**src/hdl/srd_pkg.sv**
```systemverilog
// Shared types and timing constants of the rectifier drive timing core
package srd_pkg;

  // Clock rate and period
  localparam int unsigned CLK_MHZ = 200;
  localparam int unsigned CLK_PS = 5000;

  // Printed times in their own units
  localparam int unsigned INIT_MIN_US = 150;
  localparam int unsigned INIT_MAX_US = 250;
  localparam int unsigned LOGIC_INIT_US = 20;
  localparam int unsigned SAMPLE_NS = 100;
  localparam int unsigned MIN_ON_NS = 350;
  localparam int unsigned OFF_HOLD_PS = 2500000;
  localparam int unsigned STBY_ENTER_US = 12800;
  localparam int unsigned STBY_EXIT_US = 2560;
  localparam int unsigned BLANK_DEF_NS = 1000;

  // Cycle counts; the initialization figure uses the least time, and the sample, minimum on and off-hold figures round up
  localparam int unsigned INIT_CYC = (INIT_MIN_US * CLK_MHZ);
  localparam int unsigned LOGIC_INIT_CYC = LOGIC_INIT_US * CLK_MHZ;
  localparam int unsigned SAMPLE_CYC = (SAMPLE_NS * 1000 + CLK_PS - 1) / CLK_PS;
  localparam int unsigned MIN_ON_CYC = (MIN_ON_NS * 1000 + CLK_PS - 1) / CLK_PS;
  localparam int unsigned OFF_HOLD_CYC = (OFF_HOLD_PS + CLK_PS - 1) / CLK_PS;
  localparam int unsigned STBY_ENTER_CYC = STBY_ENTER_US * CLK_MHZ;
  localparam int unsigned STBY_EXIT_CYC = STBY_EXIT_US * CLK_MHZ;
  localparam int unsigned BLANK_DEF_CYC = (BLANK_DEF_NS * 1000) / CLK_PS;

  // Standby cycle thresholds and fault figures
  localparam int unsigned STBY_ENTER_N = 64;
  localparam int unsigned STBY_EXIT_N = 32;
  localparam int unsigned GROWTH_PCT = 150;
  localparam int unsigned THRESH_PCT = 85;
  localparam int unsigned FAULT_CLR_N = 4;
  localparam int unsigned WARMUP_N = 4;

  // Widths
  localparam int unsigned TW = 24;
  localparam int unsigned VW = 10;
  localparam int unsigned RW = 32;

  // Startup phases
  typedef enum logic [2:0] {
    SRD_DEV_INIT,
    SRD_LOGIC_INIT,
    SRD_WAIT_EN,
    SRD_WARMUP,
    SRD_RUN
  } srd_phase_t;

  // Sampled comparator and level inputs
  typedef struct packed {
    logic supply_ok;
    logic output_en;
    logic [VW-1:0] pri_level;
    logic [VW-1:0] out_level;
  } srd_sense_t;

  // Visible status
  typedef struct packed {
    logic standby;
    logic ccm_fault;
    logic running;
    logic qualified;
  } srd_status_t;

endpackage : srd_pkg
```
**src/hdl/srd_drive_core.sv**
```systemverilog
// Rectifier gate drive timing core with startup, ramps and standby
//
// How it works
// [RULE1] Under-voltage lockout holds logic in reset
// [RULE2] Drive needs qualified pulse and output enable
// [RULE3] Device initialization of 150 us first
// [RULE4] Then 20 us logic init enables blanking
// [RULE5] Four switching cycles warm dead-time logic
// [RULE6] On time capped by previous-period dead time
// [RULE7] Unstable periods disable drive with fault
// [RULE8] Fault at 150 percent growth, four clear
// [RULE9] Low average frequency enters standby, exits later
// [RULE10] Too few cycles in 12.8 ms enters standby
// [RULE11] Enough cycles within 2.56 ms exits standby
// [RULE12] Pulse longer than blanking qualifies conduction
// [RULE13] Ramps start at rising edge, own rates
// [RULE14] Primary ramp holds peak after falling edge
// [RULE15] Drive on at falling edge, off at crossing
// [RULE16] Ramps cleared on each qualifying rising edge
// [RULE17] Sample 100 ns window after blanking ends
// [RULE18] Dynamic threshold is 85 percent of sample
// [RULE19] Drive stays on at least 350 ns
// [RULE20] Off-hold timer blocks turn-on after fall
// [RULE21] Off-hold lasts 2.5 us
// [RULE22] Blanking length set from external input
// [RULE23] All intervals are clock counters
`timescale 1ns/1ps
module srd_drive_core #(
  parameter int unsigned INIT_CYCLES = srd_pkg::INIT_CYC,
  parameter int unsigned STBY_ENTER_CYCLES = srd_pkg::STBY_ENTER_CYC,
  parameter int unsigned STBY_EXIT_CYCLES = srd_pkg::STBY_EXIT_CYC
) (
  // Clock and reset
  input wire logic ref_clk,
  input wire logic reset_n,
  // Sensed inputs, asynchronous
  input wire logic supply_above_start,
  input wire logic supply_above_stop,
  input wire logic primary_sense_input,
  input wire logic output_sense_input,
  input wire logic [srd_pkg::VW-1:0] primary_level,
  input wire logic [srd_pkg::VW-1:0] output_level,
  // Configuration
  input wire logic [srd_pkg::TW-1:0] blank_time_set_pin,
  input wire logic [srd_pkg::TW-1:0] deadtime_cycles,
  // Outputs
  output logic gate_drive_output,
  output srd_pkg::srd_status_t status
);
  import srd_pkg::*;

  // ******************************************
  // Input synchronisers
  // ******************************************
  logic [1:0] s_start_q, s_stop_q, s_pri_q, s_out_q;
  logic [VW-1:0] lvl_p1_q, lvl_p2_q, lvl_o1_q, lvl_o2_q;
  always_ff @(posedge ref_clk) begin
    if (!reset_n) begin
      s_start_q <= '0;
      s_stop_q <= '0;
      s_pri_q <= '0;
      s_out_q <= '0;
      lvl_p1_q <= '0;
      lvl_p2_q <= '0;
      lvl_o1_q <= '0;
      lvl_o2_q <= '0;
    end else begin
      s_start_q <= {s_start_q[0], supply_above_start};
      s_stop_q <= {s_stop_q[0], supply_above_stop};
      s_pri_q <= {s_pri_q[0], primary_sense_input};
      s_out_q <= {s_out_q[0], output_sense_input};
      lvl_p1_q <= primary_level;
      lvl_p2_q <= lvl_p1_q;
      lvl_o1_q <= output_level;
      lvl_o2_q <= lvl_o1_q;
    end
  end

  srd_sense_t sense;
  assign sense = '{supply_ok: s_stop_q[1], output_en: s_out_q[1],
                   pri_level: lvl_p2_q, out_level: lvl_o2_q};

  // ******************************************
  // Under-voltage lockout
  // ******************************************
  logic uvlo_ok_q, uvlo_ok_d, run_n;
  always_comb begin
    uvlo_ok_d = uvlo_ok_q;
    // [RULE1] Start above 4.0 V, stop below 3.6 V
    if (s_start_q[1]) begin
      uvlo_ok_d = 1'b1;
    end else if (!sense.supply_ok) begin
      uvlo_ok_d = 1'b0;
    end
  end
  always_ff @(posedge ref_clk) begin
    if (!reset_n) begin
      uvlo_ok_q <= 1'b0;
    end else begin
      uvlo_ok_q <= uvlo_ok_d;
    end
  end
  assign run_n = reset_n & uvlo_ok_q;

  // ******************************************
  // Pulse qualification and threshold
  // ******************************************
  logic [VW-1:0] thr_q, thr_d;
  logic above, above_q, rise, fall;
  logic [TW-1:0] blk_q, blk_d, spl_q, spl_d;
  logic qual_q, qual_d, blk_en;
  logic [VW-1:0] pk_q, pk_d;
  function automatic logic [VW-1:0] pct85(input logic [VW-1:0] v);
    logic [VW+7:0] p;
    p = (VW+8)'(v) * (VW+8)'(THRESH_PCT);
    return VW'(p / (VW+8)'(100));
  endfunction
  assign above = s_pri_q[1] && (sense.pri_level >= thr_q);
  assign rise = above && !above_q;
  assign fall = !s_pri_q[1] && above_q;

  always_comb begin
    blk_d = blk_q;
    spl_d = spl_q;
    qual_d = qual_q;
    thr_d = thr_q;
    pk_d = pk_q;
    // [RULE16] Qualifying rise restarts blanking
    if (rise && blk_en) begin
      // [RULE22] Blanking loaded from set input
      blk_d = blank_time_set_pin;
      qual_d = 1'b0;
      spl_d = '0;
      pk_d = '0;
    end else if (blk_q != '0) begin
      // [RULE23] Blanking counter
      blk_d = blk_q - 1'b1;
      if (!above) begin
        blk_d = '0;
      end else if (blk_q == TW'(1)) begin
        // [RULE12] Qualified after full blanking
        qual_d = 1'b1;
        // [RULE17] Open sampling window
        spl_d = TW'(SAMPLE_CYC);
      end
    end
    if (spl_q != '0) begin
      spl_d = spl_q - 1'b1;
      if (sense.pri_level > pk_q) begin
        pk_d = sense.pri_level;
      end
      if (spl_q == TW'(1)) begin
        // [RULE18] Threshold from captured sample
        thr_d = pct85((sense.pri_level > pk_q) ? sense.pri_level : pk_q);
      end
    end
    if (fall && !qual_d) begin
      blk_d = '0;
    end
  end

  // ******************************************
  // Startup sequencing
  // ******************************************
  srd_phase_t ph_q, ph_d;
  logic [TW-1:0] st_q, st_d;
  logic [2:0] warm_q, warm_d;
  assign blk_en = (ph_q != SRD_DEV_INIT) && (ph_q != SRD_LOGIC_INIT);
  always_comb begin
    ph_d = ph_q;
    st_d = st_q;
    warm_d = warm_q;
    case (ph_q)
      SRD_DEV_INIT: begin
        // [RULE3] Device initialization time
        st_d = st_q + 1'b1;
        if (st_q == TW'(INIT_CYCLES - 1)) begin
          st_d = '0;
          ph_d = SRD_LOGIC_INIT;
        end
      end
      SRD_LOGIC_INIT: begin
        // [RULE4] Logic init, then blanking enabled
        st_d = st_q + 1'b1;
        if (st_q == TW'(LOGIC_INIT_CYC - 1)) begin
          st_d = '0;
          ph_d = SRD_WAIT_EN;
        end
      end
      SRD_WAIT_EN: begin
        if (qual_q && sense.output_en) begin
          ph_d = SRD_WARMUP;
        end
      end
      SRD_WARMUP: begin
        // [RULE5] Four cycles before drive allowed
        if (rise) begin
          warm_d = warm_q + 1'b1;
          if (warm_q == 3'(WARMUP_N - 1)) begin
            ph_d = SRD_RUN;
          end
        end
      end
      SRD_RUN: ph_d = SRD_RUN;
      default: ph_d = SRD_DEV_INIT;
    endcase
  end

  // ******************************************
  // Period monitor and standby
  // ******************************************
  logic [TW-1:0] prev_period;
  logic period_valid, ccm_fault;
  srd_period_mon u_period (
    .ref_clk(ref_clk),
    .reset_n(run_n),
    .cycle_start(rise),
    .prev_period(prev_period),
    .period_valid(period_valid),
    .fault(ccm_fault)
  );

  logic stby_q, stby_d;
  logic [TW-1:0] win_q, win_d;
  logic [7:0] ncyc_q, ncyc_d;
  always_comb begin
    stby_d = stby_q;
    win_d = win_q + 1'b1;
    ncyc_d = ncyc_q;
    if (rise && ncyc_q != 8'hff) begin
      ncyc_d = ncyc_q + 1'b1;
    end
    // [RULE9] Frequency tracking steers standby
    if (!stby_q) begin
      if (win_q == TW'(STBY_ENTER_CYCLES - 1)) begin
        // [RULE10] Too few cycles enters standby
        stby_d = (ncyc_d < 8'(STBY_ENTER_N));
        win_d = '0;
        ncyc_d = '0;
      end
    end else begin
      // [RULE11] Exit as soon as count reached
      if (ncyc_d >= 8'(STBY_EXIT_N)) begin
        stby_d = 1'b0;
        win_d = '0;
        ncyc_d = '0;
      end else if (win_q == TW'(STBY_EXIT_CYCLES - 1)) begin
        win_d = '0;
        ncyc_d = '0;
      end
    end
  end

  // ******************************************
  // Ramps and gate drive
  // ******************************************
  logic [RW-1:0] rp_q, rp_d, rs_q, rs_d;
  logic pri_hold_q, pri_hold_d;
  logic drv_q, drv_d;
  logic [TW-1:0] on_q, on_d, off_q, off_d, dt_lim;
  logic allow;
  assign dt_lim = (prev_period > deadtime_cycles) ? prev_period - deadtime_cycles : TW'(1);
  // [RULE2] Drive gates: qualification, output sense, run
  assign allow = qual_q && sense.output_en && ph_q == SRD_RUN && !stby_q && !ccm_fault;

  always_comb begin
    rp_d = rp_q;
    rs_d = rs_q;
    pri_hold_d = pri_hold_q;
    drv_d = drv_q;
    on_d = (on_q != '0) ? on_q + 1'b1 : on_q;
    off_d = (off_q != '0) ? off_q - 1'b1 : off_q;
    if (rise) begin
      // [RULE16] Ramps cleared on rise
      rp_d = '0;
      rs_d = '0;
      pri_hold_d = 1'b0;
    end else begin
      // [RULE13] Ramps rise at their own rates
      if (!pri_hold_q) begin
        rp_d = rp_q + RW'(sense.pri_level);
      end
      rs_d = rs_q + RW'(sense.out_level);
      // [RULE14] Hold primary peak after fall
      if (fall) begin
        pri_hold_d = 1'b1;
      end
    end
    if (!drv_q) begin
      // [RULE15] Turn on at falling edge
      // [RULE20] Blocked while off-hold runs
      if (fall && allow && off_q == '0) begin
        drv_d = 1'b1;
        on_d = TW'(1);
      end
    end else begin
      // [RULE19] Minimum on time first
      if (on_q >= TW'(MIN_ON_CYC)) begin
        // [RULE15] Off when secondary ramp meets held level
        // [RULE6] Dead-time cap from previous period
        // [RULE7] Fault or standby drops drive
        if (rs_q >= rp_q || (period_valid && on_q >= dt_lim) || ccm_fault || stby_q ||
            rise) begin
          drv_d = 1'b0;
          on_d = '0;
          // [RULE21] Off-hold 2.5 us
          off_d = TW'(OFF_HOLD_CYC);
        end
      end
    end
  end

  always_ff @(posedge ref_clk) begin
    if (!run_n) begin
      above_q <= 1'b0;
      thr_q <= '0;
      blk_q <= '0;
      spl_q <= '0;
      qual_q <= 1'b0;
      pk_q <= '0;
      ph_q <= SRD_DEV_INIT;
      st_q <= '0;
      warm_q <= '0;
      stby_q <= 1'b0;
      win_q <= '0;
      ncyc_q <= '0;
      rp_q <= '0;
      rs_q <= '0;
      pri_hold_q <= 1'b0;
      drv_q <= 1'b0;
      on_q <= '0;
      off_q <= '0;
    end else begin
      above_q <= above;
      thr_q <= thr_d;
      blk_q <= blk_d;
      spl_q <= spl_d;
      qual_q <= qual_d;
      pk_q <= pk_d;
      ph_q <= ph_d;
      st_q <= st_d;
      warm_q <= warm_d;
      stby_q <= stby_d;
      win_q <= win_d;
      ncyc_q <= ncyc_d;
      rp_q <= rp_d;
      rs_q <= rs_d;
      pri_hold_q <= pri_hold_d;
      drv_q <= drv_d;
      on_q <= on_d;
      off_q <= off_d;
    end
  end

  assign gate_drive_output = drv_q;
  assign status = '{standby: stby_q, ccm_fault: ccm_fault, running: ph_q == SRD_RUN,
                    qualified: qual_q};

  // ******************************************
  // Assertions
  // ******************************************
  property p_drive_needs_run;
    @(posedge ref_clk) disable iff (!run_n) $rose(drv_q) |-> $past(allow);
  endproperty
  a_drive_needs_run: assert property (p_drive_needs_run) // RULE2
    else $error("drive rose without enable conditions");

  property p_min_on;
    @(posedge ref_clk) disable iff (!run_n) (drv_q && on_q < TW'(MIN_ON_CYC)) |=> drv_q;
  endproperty
  a_min_on: assert property (p_min_on) // RULE19
    else $error("drive shorter than minimum on time");

  property p_off_hold;
    @(posedge ref_clk) disable iff (!run_n) (off_q != '0) |=> !drv_q;
  endproperty
  a_off_hold: assert property (p_off_hold) // RULE20
    else $error("drive back on during off hold");

  property p_fault_off;
    @(posedge ref_clk) disable iff (!run_n)
      (ccm_fault && drv_q && on_q >= TW'(MIN_ON_CYC)) |=> !drv_q;
  endproperty
  a_fault_off: assert property (p_fault_off) // RULE7
    else $error("drive kept on under fault");

  property p_on_at_fall;
    @(posedge ref_clk) disable iff (!run_n) $rose(drv_q) |-> $past(fall);
  endproperty
  a_on_at_fall: assert property (p_on_at_fall) // RULE15
    else $error("drive rose away from falling edge");

  property p_ramp_clear;
    @(posedge ref_clk) disable iff (!run_n) rise |=> (rp_q == '0 && rs_q == '0);
  endproperty
  a_ramp_clear: assert property (p_ramp_clear) // RULE16
    else $error("ramps not cleared on rise");

  property p_hold_peak;
    @(posedge ref_clk) disable iff (!run_n) (pri_hold_q && !rise) |=> $stable(rp_q);
  endproperty
  a_hold_peak: assert property (p_hold_peak) // RULE14
    else $error("primary ramp moved while held");

  property p_no_drive_standby;
    @(posedge ref_clk) disable iff (!run_n) (stby_q && !drv_q) |=> !drv_q;
  endproperty
  a_no_drive_standby: assert property (p_no_drive_standby) // RULE10
    else $error("drive rose in standby");

  property p_no_drive_early;
    @(posedge ref_clk) disable iff (!run_n) (ph_q != SRD_RUN) |-> !drv_q;
  endproperty
  a_no_drive_early: assert property (p_no_drive_early) // RULE5
    else $error("drive before startup completed");

  c_drive_pulse: cover property (@(posedge ref_clk) disable iff (!run_n) $fell(drv_q));
  c_standby: cover property (@(posedge ref_clk) disable iff (!run_n) $rose(stby_q));
  c_fault: cover property (@(posedge ref_clk) disable iff (!run_n) $rose(ccm_fault));

endmodule : srd_drive_core

```
**src/hdl/srd_period_mon.sv**
```systemverilog
// Switching period tracker: dead-time limit and unstable-period fault
`timescale 1ns/1ps
module srd_period_mon (
  // Clock and reset
  input wire logic ref_clk,
  input wire logic reset_n,
  // Cycle events
  input wire logic cycle_start,
  // Results
  output logic [srd_pkg::TW-1:0] prev_period,
  output logic period_valid,
  output logic fault
);
  import srd_pkg::*;

  logic [TW-1:0] cnt_q, cnt_d;
  logic [TW-1:0] prev_q, prev_d;
  logic valid_q, valid_d;
  logic fault_q, fault_d;
  logic [2:0] good_q, good_d;
  logic [TW+8:0] lim;
  logic [TW+8:0] cur;

  always_comb begin
    cnt_d = cnt_q + 1'b1;
    prev_d = prev_q;
    valid_d = valid_q;
    fault_d = fault_q;
    good_d = good_q;
    lim = (TW+9)'(prev_q) * (TW+9)'(GROWTH_PCT);
    cur = (TW+9)'(cnt_q) * (TW+9)'(100);
    if (cycle_start) begin
      // Start edge counts as the first clock, so the count equals the period
      cnt_d = TW'(1);
      prev_d = cnt_q;
      valid_d = 1'b1;
      if (valid_q) begin
        // [RULE8] Growth fault, four good clear
        if (cur > lim) begin
          fault_d = 1'b1;
          good_d = '0;
        end else if (fault_q) begin
          if (good_q == 3'(FAULT_CLR_N - 1)) begin
            fault_d = 1'b0;
            good_d = '0;
          end else begin
            good_d = good_q + 1'b1;
          end
        end
      end
    end else if (cnt_q == '1) begin
      cnt_d = cnt_q;
    end
  end

  always_ff @(posedge ref_clk) begin
    if (!reset_n) begin
      cnt_q <= '0;
      prev_q <= '0;
      valid_q <= 1'b0;
      fault_q <= 1'b0;
      good_q <= '0;
    end else begin
      cnt_q <= cnt_d;
      prev_q <= prev_d;
      valid_q <= valid_d;
      fault_q <= fault_d;
      good_q <= good_d;
    end
  end

  assign prev_period = prev_q;
  assign period_valid = valid_q;
  // [RULE7] Unstable periods raise fault
  assign fault = fault_q;

  property p_fault_clear_needs_cycle;
    @(posedge ref_clk) disable iff (!reset_n)
      $fell(fault_q) |-> $past(cycle_start);
  endproperty
  a_fault_clear_needs_cycle: assert property (p_fault_clear_needs_cycle) // RULE8
    else $error("fault cleared without a cycle");

endmodule : srd_period_mon

```
**config.mk**
```make
export PLATFORM = sky130hd
export DESIGN_NAME = srd_drive_core
export DESIGN_NICKNAME = d
export VERILOG_FILES = /design/src/hdl/srd_pkg.sv /design/src/hdl/srd_drive_core.sv /design/src/hdl/srd_period_mon.sv
export SDC_FILE = /design/constraint.sdc
export NUM_CORES = 1
export LEC_CHECK = 0
export BUFFER_PORTS_ARGS = -buffer_cell sky130_fd_sc_hd__buf_4
export CORE_MARGIN = 4
export CORE_UTILIZATION = 35
export CTS_CLUSTER_DIAMETER = 60
export DETAILED_ROUTE_END_ITERATION = 16
export PLACE_DENSITY = 0.5
export SLEW_MARGIN = 10
export SYNTH_ARGS = -nofsm -noshare
export SYNTH_HDL_FRONTEND = slang
export SYNTH_HIERARCHICAL = 1
export SYNTH_SLANG_ARGS = --single-unit
```
**constraint.sdc**
```tcl
create_clock -name ref_clk -period 10.5 [get_ports ref_clk]
set_clock_uncertainty 0.1 [all_clocks]
set_input_delay 1.575 -clock ref_clk [delete_from_list [all_inputs] [get_ports ref_clk]]
set_output_delay 1.575 -clock ref_clk [all_outputs]
set_load 0.01 [all_outputs]
```
==> results of run 1 <==
metrics by stage:
step / TNS (ps) / area [µm²] / setup slack (ps) / total power, mW
2_1_floorplan: 0 / 27860 / 5.246 / 1.967
3_3_place_gp: -249.2 / 30920 / -142.6 / 2.370
3_5_place_dp: -423.1 / 30920 / -230.1 / 2.363
4_1_cts: 0 / 32630 / 10.08 / 4.064
5_1_grt: -745.9 / 33480 / -451.8 / 4.351
6_report: -76.13 / 33480 / -76.13 / 4.147
synthesized netlist by cell type (all sizes together) (32+ instances only):
cell type / n
a211oi: 32
a21o: 82
a21oi: 193
and2: 59
clkbuf: 62
dfxtp: 349
fa: 70
ha: 366
inv: 381
mux2i: 41
nand2: 181
nand3: 109
nand4: 64
nor2: 382
nor2b: 61
nor3: 88
nor4: 34
o21ai: 107
xnor2: 179
xor2: 103
area by class of cell:
| type | instances | area [µm²] | share of cell area [%] |
|---|---|---|---|
| Timing Repair Buffer | 314 | 2412 | 7.205 |
| Sequential cell | 349 | 6997 | 20.90 |
| Clock buffer | 64 | 1363 | 4.070 |
| Tap cell | 1040 | 1301 | 3.887 |
| Multi-Input combinational cell | 2518 | 19740 | 58.95 |
| Inverter | 381 | 1430 | 4.272 |
| Clock inverter | 21 | 241.5 | 0.7213 |
layer usage:
layer / GRT usage (%) / wire (µm) / vias up
met4: 3.258 / 1195 / 0
met3: 1.721 / 1804 / 74
met5: 0 / 0 / -
li1: - / - / 12070
met2: 26.91 / 30860 / 228
met1: 22.59 / 34160 / 10490
state kept, by name (all words and copies together), names as in the netlist, 8 cells and up:
| name | count |
|---|---|
| on_q | 24 |
| lvl_p1_q | 10 |
| lvl_o1_q | 10 |
| ncyc_q | 8 |
| lvl_o2_q | 10 |
| st_q | 24 |
| blk_q | 24 |
| spl_q | 24 |
| rp_q | 32 |
| rs_q | 32 |
| off_q | 24 |
| win_q | 24 |
| thr_q | 10 |
| pk_q | 10 |
| u_period/prev_period | 24 |
| lvl_p2_q | 10 |
| u_period/cnt_q | 24 |
cell families after synthesis:
kind of cell    Yosys count  synth area share (%)
simple gates           1130                 20.22
compound gates          616                 15.27
buf+inv                 458                 6.458
fa+ha+maj               441                 21.86
flops                   349                 25.32
xor+xnor                282                 9.007
mux                      49                 1.859
worst max-delay path by stage:
stage	startpoint	to	slack, ps
after floorplan	pk_q[3]$_SDFF_PN0_	thr_q[0]$_SDFFE_PN0P_	5
after global placement	pk_q[3]$_SDFF_PN0_	thr_q[0]$_SDFFE_PN0P_	-140
after detailed placement	pk_q[3]$_SDFF_PN0_	thr_q[0]$_SDFFE_PN0P_	-230
after CTS	pk_q[3]$_SDFF_PN0_	thr_q[0]$_SDFFE_PN0P_	10
after global routing	pk_q[3]$_SDFF_PN0_	thr_q[0]$_SDFFE_PN0P_	-450
final	pk_q[3]$_SDFF_PN0_	thr_q[0]$_SDFFE_PN0P_	-80
timing repair:
| action | CTS | global route |
|---|---|---|
| gates resized for setup | 18 | 120 |
| pin swaps | 9 | 60 |
| setup endpoints to repair | 2 | 3 |
| buffers inserted | 1 | 30 |
| gates cloned | 0 | 1 |
power groups by stage:
stage          Clock (mW)  Sequential (mW)  Combinational, mW
6_report             1.63             1.34               1.18
5_1_grt              1.74             1.34               1.27
4_1_cts              1.69             1.34               1.03
3_5_place_dp            0             1.37              0.996
3_3_place_gp            0             1.37               1.00
2_1_floorplan           0             1.37              0.600
critical path, delay by kind of cell (launching register included):
| kind | cells | cell delay, ps |
|---|---|---|
| buffers and inverters | 10 | 1090 |
| DFF | 1 | 340 |
| xor gates and xnor gates | 2 | 550 |
| and+or+nand+nor | 8 | 1610 |
| AOI/OAI and AO/OA | 20 | 4190 |
| adders and majority gates | 7 | 2180 |
| muxes | 2 | 450 |
==> reports/qor.csv, run 1 <==
stage,metric,value,unit
pwr,Reg power frac,32.3,%
global_route,vias in the first global route,22320,
synth,Synth Flop Type,dfxtp_1,
sta,RSZ-0062 raised after global routing,yes,
clock_network,CTS tree,built,
pwr,Switching Power,1.229,mW
clock_network,H-tree levels,2,
die,I/O Pins,79,
cells_and_area,number of fill cells,7871,
cells_and_area,fraction of layout cells with a size suffix above 1,16.26,%
synth,top-area cell type share of the netlist area,25.32,%
critical_path,Critical Path Start Type,register,
sta,Slew HR,36.12,%
drt,routed vias/inst,4.878,
outcome,status,"finished, violations left",
sta,final setup violating endpoints,1,
drt,post-route antenna net violation count,0,
synth,asr flop ratio synth,0,%
hold_path,HP Class,reg2reg,
pwr,Clock Power Share,39.4,%
cells_and_area,fin nets,4122,
clock_network,clk sinks,349,
global_route,global-route wire length before repair,112.4,mm
drt,drc violations,0,
synth,synth warn,6,
cells_and_area,"Cell Count, Final, Fillers Out",4687,
pwr,Cell Int Power,2.918,mW
outcome,failing checks,setup timing,
hold_path,Hold Path Stages,1,
critical_path,slowest CP cell,fa_1,
critical_path,end of the worst register-to-register path,thr_q[0]$_SDFFE_PN0P_,
sta,Final WS setup,-76.13,ps
pwr,VDD IR max,113.6,µV
placed_design,GPL Wtd Cong,0.8399,
synth,synthesized instance count,3325,
critical_path,Worst Path Required,10880,ps
critical_path,critical path type,reg2reg,
sta,fmax,0.09455,GHz
critical_path,reg2reg path depth,49,
sta,"Slew Viols, Final",0,
synth,mean post-synth cell area,8.297,µm²
clock_network,clock latency on the worst-skew pair,570,ps
cells_and_area,most frequent cells in the layout,"378 x nor2_1, 369 x inv_1, 344 x ha_1",
placed_design,DP HPWL,52.70,mm
critical_path,Worst R2R Start,pk_q[3]$_SDFF_PN0_,
die,Die Width,288.8,µm
global_route,total global-route track usage,16.11,%
pwr,combinational power share,28.3,%
pwr,sw frac,29.64,%
die,Starting Density,35.44,%
global_route,largest net degree at the start of global routing,51,
critical_path,nature of the critical path endpoint,register,
cells_and_area,Antenna diodes,0,
sta,Final Hold Vio Count,0,
global_route,initial antenna violation count,0,
cells_and_area,fin util,43.01,%
sta,Hold WS,326.5,ps
critical_path,maximum fanout along the worst path,7,
hold_path,Min-Delay Endpoint,lvl_o2_q[4]$_SDFF_PN0_,
global_route,grt total ovfl,0,
placed_design,I/O Buffers,78,
critical_path,CP peak stage delay,550,ps
hold_path,hold_sp,lvl_o1_q[4]$_SDFF_PN0_,
sta,minimum clock period,10580,ps
sta,fin crit share,100.7,%
synth,Area contributors post-synth,"dfxtp_1 25%, ha_1 17%, xnor2_1 5.6%",
critical_path,worst reg2reg setup slack,-80,ps
critical_path,Arrival @ worst endpoint,10960,ps
clock_network,Max Root-Sink Buffers,3,
synth,Post-synth EDFFs,0,
synth,"Distinct cells, synth",112,
clock_network,CTS Buf Count,48,
die,# rows,102,
synth,post-synth top area cell,dfxtp_1,
drt,Vias,22860,
drt,drt total wl,68.02,mm
clock_network,Post-CTS Hold Fix Bufs,0,
critical_path,CP most frequent cell,ha_4,
clock_network,clock root buffer,clkbuf_16,
cells_and_area,area delta synth->final,21.35,%
drt,Routed WL per cell,14.51,µm
placed_design,Post-Place Cells,4570,
cells_and_area,"commonest non-fill, non-tap cell in the layout",nor2_1,
synth,syn_nets,3835,
pwr,Static Leak,14.62,nW
synth,synthesized cell area,27590,µm²
die,Placeable Area,77850,µm²
flow_run,maxcap violations,0,
pwr,P per Cell Area,123.9,nW/µm²
clock_network,Worst-path clk slew,60,ps
die,Die H,288.8,µm
die,DIE AREA,83380,µm²
drt,TritonRoute pass-1 iters,5,
drt,DRT iter0 DRCs,846,
synth,register area share after synthesis,25.32,%
sta,Least-Margin Pin Slew,958.2,ps
synth,"flops & latches, synth",349,
(Power assumes the default switching activity.)
==> run 2, diff against run 1 <==
Settings changed: ABC_AREA set to 1, REMOVE_ABC_BUFFERS set to 1.
==> run 2 against run 1 <==
Effect of this change: sequential power about the same; critical endpoint unchanged; total power fell by 0.83%; the flow now finishes without violations; combinational power down 9%; non-clock buffer count is 226 lower; sequential share of layout area grew 1.1 points; setup slack improved by 1100 ps; register-to-register slack better by 1100 ps.
==> reports/qor.csv, run 2 <==
stage,metric,value,unit,change
synth,most common cell in the netlist,inv_1,,
sta,fin crit share,90.68,%,-10 points
drt,DRT iter0 DRCs,1048,,+24%
global_route,grt total ovfl,0,,unchanged
global_route,grt peak-use layer,met2,,
synth,synth warn,6,,unchanged
sta,Final Hold Vio Count,0,,unchanged
clock_network,Post-CTS Hold Fix Bufs,0,,unchanged
die,DIE AREA,85330,µm²,+2.3%
pwr,Switching Power,1.397,mW,+14%
cells_and_area,"Cell Count, Final, Fillers Out",5144,,+9.8%
clock_network,H-tree levels,2,,unchanged
synth,most common library cells after synthesis,"735 x inv_1, 668 x nand2_1, 378 x nor2_1, 366 x ha_1, 349 x dfxtp_1",,
critical_path,maximum fanout along the worst path,18,,+11
synth,post-synth top area cell,dfxtp_1,,
die,Placeable Area,79520,µm²,+2.1%
synth,"Distinct cells, synth",63,,-44%
clock_network,clock latency on the worst-skew pair,650,ps,+80 ps
critical_path,Critical Path Start Type,register,,
sta,Slew HR,33.12,%,-3.0 points
drt,post-route antenna net violation count,0,,unchanged
drt,routed vias/inst,4.808,,-1.4%
drt,drt total wl,72.49,mm,+6.6%
clock_network,CTS Buf Count,50,,+4.2%
cells_and_area,area of the multi-input gates,18230,µm²,-7.6%
placed_design,Post-Place Cells,5053,,+11%
global_route,total global-route track usage,16.79,%,+0.68 points
cells_and_area,largest registers,"rp_q: 32 flops, rs_q: 32 flops",,
cells_and_area,Antenna diodes,0,,unchanged
critical_path,worst reg2reg setup slack,980,ps,+1050 ps
cells_and_area,fraction of layout cells with a size suffix above 1,8.256,%,-8.0 points
sta,Hold WS,309.2,ps,-17.32 ps
outcome,status,completed,,
synth,synthesized instance count,3971,,+19%
pwr,VDD IR max,151.3,µV,+33%
synth,mean post-synth cell area,7.115,µm²,-14%
synth,register area share after synthesis,24.73,%,-0.60 points
critical_path,CP Launch Point,lvl_p2_q[3]$_SDFF_PN0_,,
critical_path,end of the worst register-to-register path,thr_q[0]$_SDFFE_PN0P_,,
sta,final setup violating endpoints,0,,-1
synth,top-area cell type share of the netlist area,24.73,%,-0.60 points
synth,Area contributors post-synth,"dfxtp_1 25%, ha_1 16%, inv_1 9.8%",,
cells_and_area,area delta synth->final,12.35,%,
cells_and_area,sequential cell area,6987,µm²,-0.14%
sta,fmax,0.1050,GHz,+11%
pwr,combinational power share,25.9,%,-2.4 points
critical_path,CP most frequent cell,nand2_2,,
drt,TritonRoute pass-1 iters,5,,unchanged
placed_design,Placed Area,30020,µm²,-2.9%
sta,setup TNS,0,ps,+76.13 ps
clock_network,CTS tree,built,,
clock_network,cells resized by post-CTS repair,0,,-18
pwr,P per Cell Area,129.6,nW/µm²,+4.6%
die,Die H,292.1,µm,+1.2%
cells_and_area,most frequent cells in the layout,"734 x inv_1, 666 x nand2_1, 377 x nor2_1",,
pwr,Clock Power Share,41.4,%,+2.0 points
clock_network,post-CTS setup buffer count,0,,-1
sta,Least-Margin Pin Slew,999.6,ps,+41.32 ps
cells_and_area,fin nets,4565,,+11%
global_route,GRT met2 Usage,29.10,%,+2.2 points
global_route,vias in the first global route,23620,,+5.8%
drt,Vias,24730,,+8.2%
critical_path,Critical Path Sink,thr_q[0]$_SDFFE_PN0P_,,
cells_and_area,"commonest non-fill, non-tap cell in the layout",inv_1,,
critical_path,reg2reg path depth,67,,+37%
clock_network,clock root buffer,clkbuf_16,,
global_route,global-route wire length before repair,119.6,mm,+6.4%
pwr,Static Leak,15.56,nW,+6.4%
die,Starting Density,35.53,%,+0.093 points
clock_network,Max Root-Sink Buffers,3,,unchanged
cells_and_area,"Non-Filler Cell Area, Final",31740,µm²,-5.2%
pwr,Reg power frac,32.6,%,+0.3 points
global_route,largest net degree at the start of global routing,54,,+5.9%
synth,Post-synth EDFFs,0,,unchanged
drt,drc violations,0,,unchanged
die,I/O Pins,79,,unchanged
placed_design,Post-Place Setup Slack,614.5,ps,+844.6 ps
die,Die Width,292.1,µm,+1.2%
global_route,GRT met3 Usage,2.282,%,+0.56 points
cells_and_area,number of fill cells,8459,,+7.5%
pwr,sw frac,33.97,%,+4.3 points
critical_path,critical path type,reg2reg,,
cells_and_area,fin util,39.92,%,-3.1 points
die,# rows,103,,+0.98%
clock_network,Worst-path clk slew,60,ps,about the same
synth,synthesized cell area,28250,µm²,+2.4%
global_route,initial antenna violation count,0,,unchanged
sta,minimum clock period,9522,ps,-1054 ps
global_route,met1 Use GR,22.28,%,-0.31 points
synth,asr flop ratio synth,0,%,unchanged
hold_path,HP Class,reg2reg,,
flow_run,maxcap violations,0,,unchanged
critical_path,Worst R2R Start,lvl_p2_q[3]$_SDFF_PN0_,,
critical_path,Arrival @ worst endpoint,9970,ps,-990 ps
sta,Final WS setup,978.4,ps,+1054 ps
clock_network,clk sinks,349,,unchanged
critical_path,Worst Path Required,10950,ps,+70 ps
placed_design,DP HPWL,57.73,mm,+9.5%
synth,Synth Flop Type,dfxtp_1,,
placed_design,I/O Buffers,78,,unchanged
placed_design,GPL Wtd Cong,0.8301,,-1.2%
critical_path,slowest CP cell,fa_1,,
sta,"Slew Viols, Final",0,,unchanged
pwr,Cell Int Power,2.716,mW,-6.9%
pwr,Design Power,4.113,mW,-0.83%
drt,Routed WL per cell,14.09,µm,-2.9%
critical_path,CP peak stage delay,500,ps,-50 ps
synth,"flops & latches, synth",349,,unchanged
critical_path,nature of the critical path endpoint,register,,
sta,RSZ-0062 raised after global routing,no,,
-- run 2: final cells by class --
| type | count | area share [%] |
|---|---|---|
| well taps | 1050 | 4.139 |
| clock inverters | 22 | 0.8278 |
| repair buffers | 88 | 2.081 |
| inverters | 760 | 8.995 |
| clock buffers | 69 | 4.513 |
| multi-input cells | 2806 | 57.43 |
| flip-flops and latches | 349 | 22.01 |
-- run 2: worst min path at each step --
stage                      startpoint                endpoint  slack, ps  cells after the start
2_1_floorplan  lvl_o1_q[0]$_SDFF_PN0_  lvl_o2_q[0]$_SDFF_PN0_        290                      2
3_3_place_gp   lvl_o1_q[0]$_SDFF_PN0_  lvl_o2_q[0]$_SDFF_PN0_        300                      2
3_5_place_dp   lvl_o1_q[0]$_SDFF_PN0_  lvl_o2_q[0]$_SDFF_PN0_        300                      2
4_1_cts        lvl_o1_q[0]$_SDFF_PN0_  lvl_o2_q[0]$_SDFF_PN0_        310                      2
5_1_grt        lvl_o1_q[7]$_SDFF_PN0_  lvl_o2_q[7]$_SDFF_PN0_        330                      2
6_report       lvl_o1_q[0]$_SDFF_PN0_  lvl_o2_q[0]$_SDFF_PN0_        310                      2
-- run 2: critical path, delay by kind of cell (launching register included) --
| kind | cells | cell delay [ps] |
|---|---|---|
| AO/OA/AOI/OAI | 5 | 870 |
| AND/OR/NAND/NOR | 51 | 5490 |
| buffers and inverters | 5 | 340 |
| adder cells (fa/ha/maj) | 6 | 2190 |
| flip-flops | 1 | 450 |
-- run 2: logic make-up (layout without fill, tap and decap cells) --
| logic type | Yosys count | count (layout) | share of synthesized area (%) |
|---|---|---|---|
| DFF | 349 | 349 | 24.73 |
| buffers and inverters | 816 | 939 | 10.90 |
| AOI/OAI and AO/OA | 610 | 610 | 12.21 |
| xor gates and xnor gates | 162 | 162 | 5.088 |
| adders and majority gates | 436 | 436 | 21.17 |
| and+or+nand+nor | 1598 | 1598 | 25.90 |
-- run 2: power by group through the flow --
stage               clock [mW]  sequential, mW  combinational [mW]
floorplan                    0            1.37               0.868
global placement             0            1.37                1.06
detailed placement           0            1.37                1.07
CTS                       1.77            1.34                1.07
global route              1.82            1.34                1.23
finish                    1.70            1.34                1.07
-- run 2: per-layer routing --
layer,part of all wire [%],up-vias
met1,48,11250
met4,2.1,0
met3,3.2,93
met5,0,-
met2,47,283
li1,-,13100
==> run 3, diff against run 2 <==
Settings changed: SYNTH_HIERARCHICAL 1 to not set.
==> run 3 against run 2 <==
Effect of this change: sequential cell count stayed put; fmax is 1.6% higher; global-route usage is 0.92 points lower; setup slack better by 150 ps; utilization is 0.28 points higher; final area is 3.3% lower; largest cell class unchanged; non-clock buffer count is 5 higher; count of clock-buffer cells in the layout is 6 lower; clock power is 5% higher; die area is 3.9% lower; critical endpoint unchanged; first-iteration DRC count is 13% lower.
==> reports/qor.csv, run 3 <==
stage,metric,value,unit,change
cells_and_area,largest registers,"rp_q: 32 flops, rs_q: 32 flops",,
pwr,Reg power frac,31.6,%,-1.0 points
synth,most common cell in the netlist,inv_1,,
critical_path,slowest CP cell,o21ai_0,,
die,Die Width,286.3,µm,-2.0%
cells_and_area,area delta synth->final,13.18,%,
clock_network,Worst-path clk slew,60,ps,about the same
die,DIE AREA,81970,µm²,-3.9%
sta,final setup violating endpoints,0,,unchanged
global_route,largest net degree at the start of global routing,63,,+17%
sta,Final WS setup,1127,ps,+148.2 ps
critical_path,Arrival @ worst endpoint,9750,ps,-220 ps
sta,"Slew Viols, Final",0,,unchanged
clock_network,Max Root-Sink Buffers,3,,unchanged
clock_network,clk sinks,349,,unchanged
pwr,Cell Int Power,2.854,mW,+5.1%
cells_and_area,most frequent cells in the layout,"718 x inv_1, 554 x nand2_1, 406 x nor2_1",,
global_route,grt total ovfl,0,,unchanged
pwr,sw frac,32.83,%,-1.1 points
critical_path,Critical Path Start Type,register,,
critical_path,CP peak stage delay,430,ps,-70 ps
global_route,grt peak-use layer,met2,,
synth,register area share after synthesis,25.77,%,+1.0 points
synth,post-synth top area cell,dfxtp_1,,
global_route,GRT met3 Usage,1.922,%,-0.36 points
global_route,GRT met2 Usage,27.00,%,-2.1 points
sta,Final Hold Vio Count,0,,unchanged
placed_design,DP HPWL,50.69,mm,-12%
global_route,total global-route track usage,15.87,%,-0.92 points
cells_and_area,Antenna diodes,0,,unchanged
hold_path,HP Class,reg2reg,,
pwr,combinational power share,26.2,%,+0.3 points
cells_and_area,fraction of layout cells with a size suffix above 1,7.476,%,-0.78 points
sta,RSZ-0062 raised after global routing,no,,
cells_and_area,fin nets,4354,,-4.6%
global_route,met1 Use GR,21.40,%,-0.88 points
cells_and_area,"Cell Count, Final, Fillers Out",4909,,-4.6%
drt,routed vias/inst,4.673,,-2.8%
flow_run,maxcap violations,0,,unchanged
global_route,initial antenna violation count,1,,+1
synth,Post-synth EDFFs,0,,unchanged
drt,TritonRoute pass-1 iters,5,,unchanged
placed_design,Post-Place Setup Slack,913.0,ps,+298.5 ps
critical_path,critical path type,reg2reg,,
die,Die H,286.3,µm,-2.0%
clock_network,clock latency on the worst-skew pair,590,ps,-60 ps
sta,Slew HR,29.48,%,-3.6 points
sta,Least-Margin Pin Slew,1055,ps,+55.71 ps
sta,setup TNS,0,ps,unchanged
drt,post-route antenna net violation count,0,,unchanged
drt,Vias,22940,,-7.3%
die,Placeable Area,76330,µm²,-4.0%
synth,synthesized instance count,3755,,-5.4%
critical_path,nature of the critical path endpoint,register,,
placed_design,Post-Place Cells,4822,,-4.6%
pwr,P per Cell Area,138.5,nW/µm²,+6.9%
synth,mean post-synth cell area,7.220,µm²,+1.5%
clock_network,CTS Buf Count,48,,-4.0%
synth,Area contributors post-synth,"dfxtp_1 26%, ha_1 17%, inv_1 10%",,
die,Starting Density,35.52,%,about the same
synth,most common library cells after synthesis,"720 x inv_1, 557 x nand2_1, 408 x nor2_1, 366 x ha_1, 349 x dfxtp_1",,
pwr,Static Leak,15.10,nW,-2.9%
pwr,VDD IR max,188.0,µV,+24%
clock_network,Post-CTS Hold Fix Bufs,0,,unchanged
global_route,vias in the first global route,22300,,-5.6%
drt,drt total wl,65.04,mm,-10%
global_route,global-route wire length before repair,109.6,mm,-8.4%
clock_network,H-tree levels,2,,unchanged
drt,drc violations,0,,unchanged
critical_path,Worst Path Required,10870,ps,-80 ps
synth,asr flop ratio synth,0,%,unchanged
synth,Synth Flop Type,dfxtp_1,,
pwr,Clock Power Share,42.2,%,+0.8 points
outcome,status,completed,,
clock_network,clock root buffer,clkbuf_16,,
placed_design,GPL Wtd Cong,0.8190,,-1.3%
die,# rows,101,,-1.9%
sta,minimum clock period,9373,ps,-148.2 ps
synth,synthesized cell area,27110,µm²,-4.0%
drt,DRT iter0 DRCs,913,,-13%
pwr,Switching Power,1.395,mW,-0.16%
clock_network,CTS tree,built,,
sta,fin crit share,89.27,%,-1.4 points
die,I/O Pins,79,,unchanged
critical_path,worst reg2reg setup slack,1130,ps,+150 ps
synth,synth warn,0,,-6
critical_path,maximum fanout along the worst path,7,,-11
synth,"flops & latches, synth",349,,unchanged
sta,fmax,0.1067,GHz,+1.6%
placed_design,I/O Buffers,78,,unchanged
synth,top-area cell type share of the netlist area,25.77,%,+1.0 points
cells_and_area,"commonest non-fill, non-tap cell in the layout",inv_1,,
critical_path,CP most frequent cell,nand2_1,,
drt,Routed WL per cell,13.25,µm,-6.0%
synth,"Distinct cells, synth",61,,-3.2%
run 3: changes by cell type after synthesis, moves of 13 or more:
cell / before / now
inv_1: 735 / 720
xor2_1: 109 / 132
a31oi_1: 22 / 7
o21ai_0: 164 / 151
nand2_1: 668 / 557
nor2_1: 378 / 408
nand2_2: 45 / 30
nand3_1: 193 / 167
nor4_1: 42 / 29
o21a_1: 24 / 10
run 3: timing repair:
| action | CTS | global route |
|---|---|---|
| endpoints found under the setup margin | 0 | 2 |
| gates resized for setup | 0 | 16 |
| endpoints found under the hold margin | 0 | 0 |
| buffers inserted | 0 | 0 |
run 3: per-stage QoR:
| step | area [µm²] | hold WS, ps | util (%) | power [mW] |
|---|---|---|---|---|
| final | 30680 | 309.2 | 40.20 | 4.249 |
| after global placement | 28890 | 298.9 | 37.85 | 2.485 |
| after CTS | 30650 | 312.9 | 40.16 | 4.320 |
| after detailed placement | 28890 | 299.1 | 37.85 | 2.483 |
| after floorplan | 26890 | 290.0 | - | 2.272 |
| after global routing | 30680 | 334.1 | 40.20 | 4.528 |
run 3: final cells by class:
cell class                 count  area [µm²]
fill                        8171       45650
clock buffer                  63        1368
inverter                     739        2778
timing repair buffer          93       698.2
sequential                   349        6987
timing repair inverter         1       7.507
clock inverter                23       392.9
tap                         1030        1289
multi-input combinational   2611       17160
run 3: per-layer routing:
metal	vias to the layer above	wire, µm
met1	10330	32470
met2	195	29350
li1	12330	-
met3	79	1747
met4	0	1459
met5	-	0
run 3: cell families (layout without fill, tap and decap cells):
kind of cell / count (synthesis) / in the layout / share of synthesized area [%]
and+or+nand+nor: 1441 / 1441 / 23.82
buffers and inverters: 795 / 919 / 11.05
AOI/OAI and AO/OA: 554 / 554 / 11.41
adders and majority gates: 437 / 437 / 22.14
DFF: 349 / 349 / 25.77
xor gates and xnor gates: 178 / 178 / 5.778
muxes: 1 / 1 / 0.03692
run 3: worst max-delay path: cells and delay by family (launching register included):
kind | cells | cell delay [ps]
DFF | 1 | 320
adders and majority gates | 7 | 2300
AOI/OAI and AO/OA | 4 | 780
buffers and inverters | 3 | 180
and+or+nand+nor | 56 | 5580
run 3: power by group through the flow:
stage | Combinational, mW | Sequential (mW) | Clock [mW]
global route | 1.28 | 1.34 | 1.91
detailed placement | 1.11 | 1.37 | 0
CTS | 1.12 | 1.34 | 1.86
finish | 1.11 | 1.34 | 1.79
floorplan | 0.905 | 1.37 | 0
global placement | 1.12 | 1.37 | 0
run 3: worst paths after layout:
path / cells after the start / to / startpoint
worst max-delay path: 70 / thr_q[0]$_SDFFE_PN0P_ / pk_q[9]$_SDFF_PN0_
worst min-delay path: 2 / s_out_q[1]$_SDFF_PN0_ / s_out_q[0]$_SDFF_PN0_
worst max register to register: 70 / thr_q[0]$_SDFFE_PN0P_ / pk_q[9]$_SDFF_PN0_
worst min register to register: 2 / s_out_q[1]$_SDFF_PN0_ / s_out_q[0]$_SDFF_PN0_
